--- config.mk ---
export PLATFORM = sky130hd
export DESIGN_NAME = config_word_two_decoder
export DESIGN_NICKNAME = d
export VERILOG_FILES = /design/src/design/cfg_word_two_pkg.sv /design/src/design/config_word_two_decoder.sv /design/src/design/protect_range_decode.sv
export SDC_FILE = /design/constraint.sdc
export NUM_CORES = 1
export LEC_CHECK = 0
export BUFFER_PORTS_ARGS = -buffer_cell sky130_fd_sc_hd__buf_2
export CORE_MARGIN = 1
export CORE_UTILIZATION = 41
export CTS_CLUSTER_SIZE = 40
export DETAILED_ROUTE_END_ITERATION = 12
export PLACE_DENSITY = 0.75
export SYNTH_ARGS = -nofsm -noshare
export SYNTH_HDL_FRONTEND = slang
export SYNTH_SLANG_ARGS = --single-unit
--- constraint.sdc ---
create_clock -name clk -period 2.1 [get_ports clk]
set_input_delay 0.42 -clock clk [delete_from_list [all_inputs] [get_ports clk]]
set_output_delay 0.42 -clock clk [all_outputs]
set_load 0.01 [all_outputs]
--- src/design/cfg_word_two_pkg.sv ---
// package for the second configuration word decoder
// assumes a 14-bit word, one 40 MHz clock domain, synchronous active-low reset
package cfg_word_two_pkg;

    // ****************************************************************
    // register map and field positions
    // ****************************************************************
    localparam logic [3:0]  ADDR_CONFIG_WORD  = 4'h0;  // config word value
    localparam logic [3:0]  ADDR_PROT_STATUS  = 4'h1;  // decoded protect bounds
    localparam logic [3:0]  ADDR_ARRAY_SIZE   = 4'h2;  // array size select
    localparam int          WORD_WIDTH        = 14;
    localparam int          POS_LOW_VOLTAGE   = 13;
    localparam int          POS_DEBUG_OFF     = 12;
    localparam int          POS_BROWNOUT      = 10;
    localparam int          POS_STACK_RESET   = 9;
    localparam int          POS_PLL           = 8;
    localparam int          POS_RESERVED      = 4;
    localparam int          POS_PROTECT       = 0;
    // writable bits: 13,12,10,9,8,1,0 (reserved bit 4 writable, must be 1)
    localparam logic [13:0] WRITABLE_MASK     = 14'h3713;
    // unimplemented bits 11, 7-5, 3-2 read as one
    localparam logic [13:0] UNIMPL_ONES       = 14'h08ec;
    // erased (factory) value: all ones
    localparam logic [13:0] RESET_WORD        = 14'h3fff;
    localparam logic [11:0] ADDR_TOP_2K       = 12'h7ff;
    localparam logic [11:0] ADDR_TOP_4K       = 12'hfff;
    localparam logic [11:0] BOUND_512         = 12'h200;
    localparam logic [11:0] BOUND_1K          = 12'h400;
    localparam logic [11:0] BOUND_2K          = 12'h800;

endpackage

--- src/design/config_word_two_decoder.sv ---
// second configuration word: storage, read-back and decoded control outputs
// assumes the programmer writes the word over a plain register port
//
// Design decisions made here: the address-and-strobe port and the register offsets.
`timescale 1ns/100ps
`default_nettype none

module config_word_two_decoder
(
    input  wire logic        clk,            // 40 MHz clock
    input  wire logic        rst_n,          // synchronous reset, active low
    input  wire logic [3:0]  regAddr,        // register address
    input  wire logic [13:0] regWdata,       // write data
    input  wire logic        regWrite,       // write strobe
    input  wire logic        regRead,        // read strobe
    output logic      [13:0] regRdata,       // read data, cycle after strobe
    input  wire logic        hvOnMasterClear,// high voltage on master-clear pin
    input  wire logic        lvKeyMatched,   // low-voltage entry key seen
    input  wire logic        stackFault,     // stack overflow/underflow pulse
    input  wire logic [11:0] selfWriteAddr,  // self-write target address
    output logic             progEntry,      // programming mode entry granted
    output logic             debugPinsOwned, // debugger owns programming pins
    output logic             brownoutLowTrip,// lower brown-out threshold chosen
    output logic             stackReset,     // reset request from stack fault
    output logic             pllEnable,      // four-times multiplier on
    output logic             selfWriteAllow  // self-write address not protected
);

    // ****************************************************************
    // stored word and decode
    // ****************************************************************
    logic [13:0] cfgWord;
    logic        array4k;
    logic [11:0] firstWritable;
    logic        allProtected;

    // stored bits plus forced ones in unimplemented positions
    wire logic [13:0] readWord  = cfgWord | cfg_word_two_pkg::UNIMPL_ONES;
    wire logic [13:0] next_word = (regWdata & cfg_word_two_pkg::WRITABLE_MASK)
                                | cfg_word_two_pkg::UNIMPL_ONES;
    wire logic        wrCfg     = regWrite && regAddr == cfg_word_two_pkg::ADDR_CONFIG_WORD;
    wire logic        wrSize    = regWrite && regAddr == cfg_word_two_pkg::ADDR_ARRAY_SIZE;
    wire logic [11:0] topAddr   = array4k ? cfg_word_two_pkg::ADDR_TOP_4K
                                          : cfg_word_two_pkg::ADDR_TOP_2K;
    wire logic        addrOk    = !allProtected && selfWriteAddr >= firstWritable
                                && selfWriteAddr <= topAddr;
    wire logic        lvEnabled = cfgWord[cfg_word_two_pkg::POS_LOW_VOLTAGE];
    wire logic        next_entry = hvOnMasterClear || (lvEnabled && lvKeyMatched);

    // read mux; unmapped addresses read zero
    wire logic [13:0] next_rdata =
        !regRead ? 14'h0000 :
        regAddr == cfg_word_two_pkg::ADDR_CONFIG_WORD ? readWord :
        regAddr == cfg_word_two_pkg::ADDR_PROT_STATUS ? {1'b0, allProtected, firstWritable} :
        regAddr == cfg_word_two_pkg::ADDR_ARRAY_SIZE  ? {13'h0000, array4k} : 14'h0000;

    protect_range_decode u_protect
    (
        .protField     (cfgWord[1:0]),
        .array4k       (array4k),
        .firstWritable (firstWritable),
        .allProtected  (allProtected)
    );

    // word storage; reserved bit 4 taken as written by the programmer
    always_ff @(posedge clk)
    begin
        if (!rst_n)
        begin
            cfgWord <= cfg_word_two_pkg::RESET_WORD;
            array4k <= 1'b0;
        end
        else
        begin
            if (wrCfg)
                cfgWord <= next_word;
            if (wrSize)
                array4k <= regWdata[0];
        end
    end

    // registered outputs
    always_ff @(posedge clk)
    begin
        if (!rst_n)
        begin
            regRdata        <= 14'h0000;
            progEntry       <= 1'b0;
            debugPinsOwned  <= 1'b0;
            brownoutLowTrip <= 1'b1;
            stackReset      <= 1'b0;
            pllEnable       <= 1'b0;
            selfWriteAllow  <= 1'b0;
        end
        else
        begin
            regRdata        <= next_rdata;
            progEntry       <= next_entry;
            debugPinsOwned  <= !cfgWord[cfg_word_two_pkg::POS_DEBUG_OFF];
            brownoutLowTrip <= cfgWord[cfg_word_two_pkg::POS_BROWNOUT];
            stackReset      <= stackFault && cfgWord[cfg_word_two_pkg::POS_STACK_RESET];
            pllEnable       <= cfgWord[cfg_word_two_pkg::POS_PLL];
            selfWriteAllow  <= addrOk;
        end
    end
endmodule // config_word_two_decoder
`default_nettype wire

--- src/design/protect_range_decode.sv ---
// decodes the self-write protect field into the first writable address
// assumes a purely combinational use inside the config word decoder
`timescale 1ns/100ps
`default_nettype none

module protect_range_decode
(
    input  wire logic [1:0]  protField,     // self_write_protect_hi/lo
    input  wire logic        array4k,       // 1 = 4K-word array, 0 = 2K-word
    output logic      [11:0] firstWritable, // lowest self-writable address
    output logic             allProtected   // no address self-writable
);

    // ****************************************************************
    // field decode per array size
    // ****************************************************************
    wire logic [11:0] bound01 = array4k ? cfg_word_two_pkg::BOUND_2K
                                        : cfg_word_two_pkg::BOUND_1K;

    // 11 none, 10 to 1FFh, 01 to 3FFh/7FFh, 00 all
    always_comb
    begin
        allProtected = 1'b0;
        case (protField)
            2'h3:    firstWritable = 12'h000;
            2'h2:    firstWritable = cfg_word_two_pkg::BOUND_512;
            2'h1:    firstWritable = bound01;
            default:
            begin
                firstWritable = 12'h000;
                allProtected  = 1'b1;
            end
        endcase
    end

endmodule // protect_range_decode
`default_nettype wire

Yosys cells after proc, flatten, opt, wreduce, memory -nomap -nowiden
Index checks and enable logic that the tools add are counted.

Register bits after elaboration: 29. Output and inout port bits: 20.

Magnitude comparators: 2. Equal/unequal tests: 5. Muxes and demuxes: 7. Reduce and logical (&&, ||, !) cells: 11.

Operators by type and width (count): 2-to-1 mux 12 bit (2); one-hot mux 12 bit (2 select lines) (1); 2-to-1 mux 14 bit (1); 2-to-1 mux 13 bit (1); >= comparator 12 bit (1); less-or-equal comparator 12 bit (1); logical AND 1 bit (6); == test 2 bit, second input constant (2); == test 4 x 1 -> 1 bit, second input constant (1); == test 4 x 2 -> 1 bit, second input constant (1); logical NOT 4 bit (1); OR reduction 3 bit (1); == test 2 x 1 -> 1 bit, second input constant (1); 2-to-1 mux 1 bit (2); AND reduction 2 bit (1); logical NOT 1 bit (1); logical OR 1 bit (1).

Longest topological paths before layout
Gate-level depths: netlist of run 1.

Word-level depth: 5. Mapped depth: 6.

Hierarchy
From an unflattened synthesis of run 1, not the netlist that was laid out.

Cells, all modules: 167. Area total of the unflattened synthesis: 1440.1 um^2.

By module, submodules not included: config_word_two_decoder (times used 1, cells each 150, area an instance 1307.5 um^2, seq. area each 580.6 um^2); protect_range_decode (times used 1, cells each 17, area an instance 132.6 um^2, seq. area each 0.0 um^2).

Least setup slack after synthesis of run 1
Ideal clock, no wire load.

Kind: register to register. Start point: register cfgWord[0]. End point: register selfWriteAllow. Data arrival time: 1.455 ns. Data required time: 2.009 ns. Path slack: 0.554 ns. Cell stages (with the launch flop): 7. Period minus slack after synthesis: 1.546 ns. Path through: dfxtp_1 -> nor3b_1 -> inv_1 -> ha_1 -> nor4b_1 -> nand3_1 -> a311oi_1.

Cells in the longest elaborated chain, start to end: 5. Elaborated cells between the ends (all ways): 8.

Ends and longest elaborated chain: start: declaration (line config_word_two_decoder.sv:32) `logic [13:0] cfgWord;`; start signal: assignment (line config_word_two_decoder.sv:70) `cfgWord <= cfg_word_two_pkg::RESET_WORD;`; start signal: assignment (line config_word_two_decoder.sv:76) `cfgWord <= next_word;`; == test 2 x 1 -> 1 bit or == test 2 bit (tied branches) (line protect_range_decode.sv:24) `case (protField)`; one-hot mux 12 bit (2 select lines) (line protect_range_decode.sv:24); >= comparator 12 bit (line config_word_two_decoder.sv:45) `wire logic addrOk = !allProtected && selfWriteAddr >= firstWritable`; logical AND 1 bit (*) (line config_word_two_decoder.sv:45); logical AND 1 bit (*) (line config_word_two_decoder.sv:46) `&& selfWriteAddr <= topAddr;`; end signal: assignment (line config_word_two_decoder.sv:103) `selfWriteAllow <= addrOk;`; end: declaration (line config_word_two_decoder.sv:26) `output logic selfWriteAllow`.

Every way passes the cells marked *; elsewhere a longest branch is shown, timed or not. A chain may end at the register's enable or synchronous reset.

Worst setup path after layout of run 1
Ends and elaborated chain as after synthesis.

==> metrics.yaml, run 1 <==
sta:
  final.setup.worst_slack_ns: 0.3383
  slew_viol_final: 0
  fin_skew_ns: 0.004458
  finalCritPeriodShare: 0.8389
  rsz0062_at_grt: "no"
  hold_viol_final: 0
  clock.fmax_ghz: 0.5676
  slew_headroom: 0.6137
  setup_violations: 0
  fin_crit_ns: 1.762
  finalSetupTns_ns: 0
  worst_pin_slew_ns: 0.5714
die:
  die_w_um: 52.24
  die-area_um2: 2729
  die-height_um: 52.24
  coreArea_um2: 2297
  ios: 57
  rows: 17
  start_util: 0.4504
finish:
  fillers: 214
  drive_above_1_share: 0.3544
  n_antenna_cell: 0
  multi_input_area_um2: 427.9
  seqCellArea_um2: 500.5
  fin_nets: 200
  stdcell_area_um2: 1300
  area_growth_pct: 25.64
worst_setup_path:
  cp_data_required_time_ns: 2.34
  path_max_fanout: 6
  cp_slowest_stage_delay_ns: 0.43
  critPathArrivalTime_ns: 2.00
  path_class: "register to register"
  path_cells: "nor3b_1 -> inv_1 -> ha_1 -> nor4b_1 -> nand3_1 -> a311oi_1"
  cp_slowest_cell: "dfxtp_1"
  crit_path_end_kind: "register"
  crit_path_start_kind: "register"
global_routing:
  grt_pass1_vias: 910
  antenna_found_initial: 0
  overflow: 0
  track_usage: 0.1829
  grt_max_degree: 16
  grt_pass1_wl_um: 3712
job:
  drv_cap: 0
place:
  post-place-ws_ns: 0.3841
  portBuffers: 50
  place_congestion: 0.8129
  dp_hpwl_um: 1722
  placed_area_um2: 1270
clocking:
  numCtsBuffers: 3
  clock-sinks: 25
  cts-resized-gates: 0
  post_cts_buffers: 0
  cts_hold_buf: 0
  cts_tree: "built"
  htree_levels: 1
  clk_latency_ns: 0.31
  cts.path.max_buffers: 2
  cts.clk_slew.worst_paths_ns: 0.14
  cts-root-buf: "clkbuf_4"
logic_synthesis:
  postSynthAreaPerCell_um2: 9.157
  synth_top_family_by_area: "simple AND/OR/NAND/NOR gates"
  async_flop_share: 0
  synthAdderAreaFrac: 0.04837
  synth-compound-area-share: 0.1270
  synth_xor_area_frac: 0
  yosysTopAreaCell: "dfxtp_1"
  synth_ff_type: "dfxtp_1"
  netlist_instances: 113
  syn-cell-area_um2: 1035
  synth_simple_gate_area_frac: 0.2189
  synthMuxAreaShare: 0.01935
  ys_ff_latch: 25
  ys_warn_count: 0
  synth_edf_count: 0
  ys_seq_area_frac: 0.4837
  synthTopCellsByArea: "dfxtp_1, ha_1, inv_1"
  synth_nets: 154
  synth_cell_types: 31
  netlist.area_leader.share: 0.4837
power:
  power_density_nw_per_um2: 611.8
  power_mw: 0.7954
  leakage_nw: 0.6309
  p_clk_frac: 0.273
  netSwitchingFraction: 0.2466
  pwr-share-seq: 0.614
  ir_worst_vdd_uv: 447.1
  switchingPower_mw: 0.1961
  power_frac_comb: 0.113
  p_int_mw: 0.5992
status:
  outcome: "complete, no violations"
routing:
  wirelength_um: 2219
  drt_first_pass_iters: 2
  via_per_inst: 5.204
  drtIter0Drc: 10
  vias: 968
  drc_errors: 0
  antenna_left: 0
  wire_per_inst_um: 11.93
hold_path:
  holdCritPathClass: "input pin to register"
[Yosys cell counts (all sizes together) (3+ instances only)]
cell and n:
nor4 5, nand3 8, nor2 7, dfxtp 25, nor4b 4, o21ai 3, nand4 3, inv 13
o211ai 6, ha 4, buf 7, a21oi 3, clkbuf 3
[registers in the layout, indices dropped and copies added (netlist names)]
signal and flops:
pllEnable 1, regRdata 10, array4k 1, cfgWord 8, stackReset 1, brownoutLowTrip 1, progEntry 1, debugPinsOwned 1
selfWriteAllow 1
[per-stage QoR]
step                cells    util  hold WS [ns]
floorplan             113       -        0.4044
global placement      182  0.5528        0.4385
detailed placement    182  0.5528        0.4334
CTS                   186  0.5659        0.2994
global route          186  0.5659        0.2908
finish                186  0.5659        0.3068
[cell usage in the layout (no fill, tap or decap), types with 2 or more instances in the layout]
cell	Yosys	layout
buf_2	3	50
dfxtp_1	25	25
inv_1	13	13
nand3_1	8	8
nor2_1	7	7
o211ai_1	6	6
nor4_1	5	5
nor4b_1	4	4
ha_1	4	4
a21oi_1	3	3
o21ai_0	3	3
nand4_1	3	3
clkbuf_4	0	3
nor2b_1	2	2
nand2_1	2	2
or3_1	2	2
mux2i_1	2	2
nor3_1	2	2
a22oi_1	2	2
[power by group through the flow]
stage	Clock [mW]	Combinational [mW]	Sequential [mW]
after detailed placement	0	0.0901	0.499
after global routing	0.245	0.102	0.489
final	0.217	0.0903	0.488
after floorplan	0	0.0405	0.502
after global placement	0	0.0873	0.498
after CTS	0.225	0.0905	0.488
[cells by family after synthesis]
group	count (synthesis)
adder cells (fa/ha/maj)	4
AND/OR/NAND/NOR	40
multiplexers	2
AO/OA/AOI/OAI	19
flip-flops	25
buffers and inverters	23
[area by class of cell]
class	instances	share of cell area
flip-flops and latches	25	0.3850
multi-input cells	65	0.3292
repair buffers	51	0.1983
inverters	13	0.03754
well taps	28	0.02695
clock buffers	3	0.01732
clock inverters	1	0.005775
[critical path, delay by kind of cell (launching register included)]
family	cells	cell delay, ns
compound gates	1	0.26
fa+ha+maj	1	0.28
buf+inv	1	0.08
flops	1	0.43
simple gates	3	0.63
[worst paths after layout]
check	to	depth (start not counted)	from	slack, ns
min reg2reg	debugPinsOwned	1	cfgWord[12]	0.45
max	selfWriteAllow	6	cfgWord[0]	0.34
min	progEntry	3	hvOnMasterClear	0.31
max reg2reg	selfWriteAllow	6	cfgWord[0]	0.34
[per-layer routing]
layer,vias to the layer above,share of wire,global-route usage
met3,5,0.050,0.02899
li1,490,-,-
met4,0,0.012,0.07895
met2,31,0.49,0.3162
met5,-,0,0
met1,442,0.45,0.2226
Note: power is estimated with default switching activity, not from simulation.
==> run 2, diff against run 1 <==
ABC_AREA = 1   (was default)
CORE_UTILIZATION = 40   (was 41)
clock period = 1.62 ns   (was 2.1 ns; I/O delays follow)
==> run 2 against run 1 <==
- power rose by 29%
- highest routed layer unchanged
- combinational power rose by 42%
- wire length decreased by 6.8%
- global-route usage shrank 1.3 points
==> metrics.yaml, run 2 <==
status:
  outcome: "complete, no violations"
sta:
  hold_slack_ns: 0.1968  # -0.1099 ns
  slew_viol_final: 0  # unchanged
  finalCritPeriodShare: 0.9080  # +0.06913
  worst_pin_slew_ns: 0.2871  # -0.2843 ns
  slew_headroom: 0.8076  # +0.1939
  rsz0062_at_grt: "no"
  setup_violations: 0  # unchanged
  fin_crit_ns: 1.471  # -0.2907 ns
  fin_skew_ns: 0.01325  # +0.008792 ns
  hold_viol_final: 0  # unchanged
  finalSetupTns_ns: 0  # unchanged
  clock.fmax_ghz: 0.6798  # +20%
hold_path:
  holdCritPathClass: "input pin to register"
  hold_depth: 3  # unchanged
worst_setup_path:
  crit_path_start_kind: "register"
  path_class: "register to register"
  crit_path_end_kind: "register"
  cp_data_required_time_ns: 1.83  # -0.51 ns
  r2r_cells: 10  # +4
  path_max_fanout: 4  # -2
  critPathArrivalTime_ns: 1.68  # -0.32 ns
job:
  drv_cap: 0  # unchanged
finish:
  fillers: 277  # +29%
  drive_above_1_share: 0.3711  # +0.01670
  mostFrequentLayoutCell: "buf_2"
  regMostFlops: "regRdata"
  fin_nets: 236  # +18%
  n_antenna_cell: 0  # unchanged
  largest_reg_flops: 10  # unchanged
  utilization: 0.5448  # -0.02107
  final_cell_mix: "buf_2, nand2_1, dfxtp_1, nor2_1"
  area_growth_pct: 25.34
  reg_top3: "regRdata: 10 flops, cfgWord: 8 flops"
routing:
  vias: 1002  # +3.5%
  antenna_left: 0  # unchanged
  drtIter0Drc: 4  # -6
  wire_per_inst_um: 9.237  # -23%
  via_per_inst: 4.473  # -14%
  drc_errors: 0  # unchanged
  wirelength_um: 2069  # -6.8%
  drt_first_pass_iters: 4  # +2
clocking:
  cts-root-buf: "clkbuf_4"
  clock-sinks: 25  # unchanged
  clk_latency_ns: 0.31  # about the same
  cts.path.max_buffers: 2  # unchanged
  htree_levels: 1  # unchanged
  cts_tree: "built"
  cts.clk_slew.worst_paths_ns: 0.13  # about the same
  numCtsBuffers: 3  # unchanged
die:
  die-height_um: 54.82  # +4.9%
  rows: 18  # +1
  coreArea_um2: 2567  # +12%
  ios: 57  # unchanged
  start_util: 0.4347  # -0.01574
  die-area_um2: 3005  # +10%
  die_w_um: 54.82  # +4.9%
logic_synthesis:
  synth_cell_types: 24  # -23%
  synth_edf_count: 0  # unchanged
  synth_ff_type: "dfxtp_1"
  postSynthAreaPerCell_um2: 7.697  # -16%
  netlist_instances: 145  # +28%
  syn-cell-area_um2: 1116  # +7.9%
  synthTopCellsByArea: "dfxtp_1, nand2_1, nor2_1"
  async_flop_share: 0  # unchanged
  yosysTopAreaCell: "dfxtp_1"
  netlist.area_leader.share: 0.4484  # -0.03525
  synth.most_common_cell: "nand2_1"
  synthTopCellsByCount: "nand2_1, dfxtp_1, nor2_1, inv_1, nand3_1"
  ys_ff_latch: 25  # unchanged
  ys_seq_area_frac: 0.4484  # -0.03525
  synth_nets: 186  # +21%
  ys_warn_count: 0  # unchanged
global_routing:
  antenna_found_initial: 0  # unchanged
  grt_pass1_vias: 849  # -6.7%
  grt_max_degree: 14  # -2
  grt_pass1_wl_um: 3601  # -3.0%
  track_usage: 0.1697  # -0.01319
  overflow: 0  # unchanged
place:
  portBuffers: 50  # unchanged
  place_congestion: 0.8045  # -1.0%
  dp_hpwl_um: 1664  # -3.4%
power:
  leakage_nw: 0.8199  # +30%
  power_density_nw_per_um2: 733.0  # +20%
  ir_worst_vdd_uv: 782.5  # +75%
## run 2: final cells by class
type / instances / area [µm²] / area share
inverters: 18 / 71.32 / 0.05098
multi-input cells: 97 / 511.7 / 0.3658
clock buffers: 4 / 26.28 / 0.01878
repair buffers: 50 / 250.2 / 0.1789
well taps: 30 / 37.54 / 0.02683
flip-flops and latches: 25 / 501.7 / 0.3587
## run 2: power by group
| part | leakage [nW] | internal, mW | switching, mW |
|---|---|---|---|
| clock network | 0.0150 | 0.0962 | 0.166 |
| logic | 0.602 | 0.0567 | 0.0713 |
| registers | 0.203 | 0.629 | 0.00624 |
## run 2: cell families after synthesis
family          synth area share
compound gates           0.02578
fa+ha+maj                0.04484
buf+inv                  0.09528
flops                     0.4484
simple gates              0.3856
## run 2: worst paths after layout
| kind | startpoint | to | slack, ns |
|---|---|---|---|
| worst max-delay path | cfgWord[0] | selfWriteAllow | 0.15 |
| worst min-delay path | regWdata[8] | cfgWord[8] | 0.20 |
| worst max register to register | cfgWord[0] | selfWriteAllow | 0.15 |
| worst min register to register | cfgWord[4] | regRdata[4] | 0.45 |
## run 2: what timing repair did
item                       in CTS  in global routing
hold buffers                    0                  0
setup endpoints to repair       0                  1
setup buffers                   0                  0
resized for setup               0                  2
## run 2: metrics by stage
step	instance area [µm²]	total power [mW]	instances	setup slack, ns
floorplan	1116	0.7158	145	0.2408
global placement	1369	0.7763	220	0.1449
detailed placement	1369	0.7775	220	0.09799
CTS	1395	1.034	224	0.05464
global route	1399	1.090	224	0.01721
finish	1399	1.025	224	0.1490
## run 2: layer usage
metal	wire (µm)	share of wire	GRT usage	vias up
met5	0	0	0	-
met4	10	0.0048	0.04701	0
met3	125	0.060	0.05833	2
met2	986	0.48	0.2570	30
met1	948	0.46	0.2258	425
li1	-	-	-	545
## run 2: critical path, stage by stage, from the launching register on
cell	delay [ns]
dfxtp_2	0.37
inv_1	0.07
nor2_2	0.16
nand2_1	0.08
ha_1	0.30
nand2_1	0.09
inv_1	0.04
nand2_1	0.05
nor2_1	0.04
a21oi_1	0.12
nor2_1	0.06
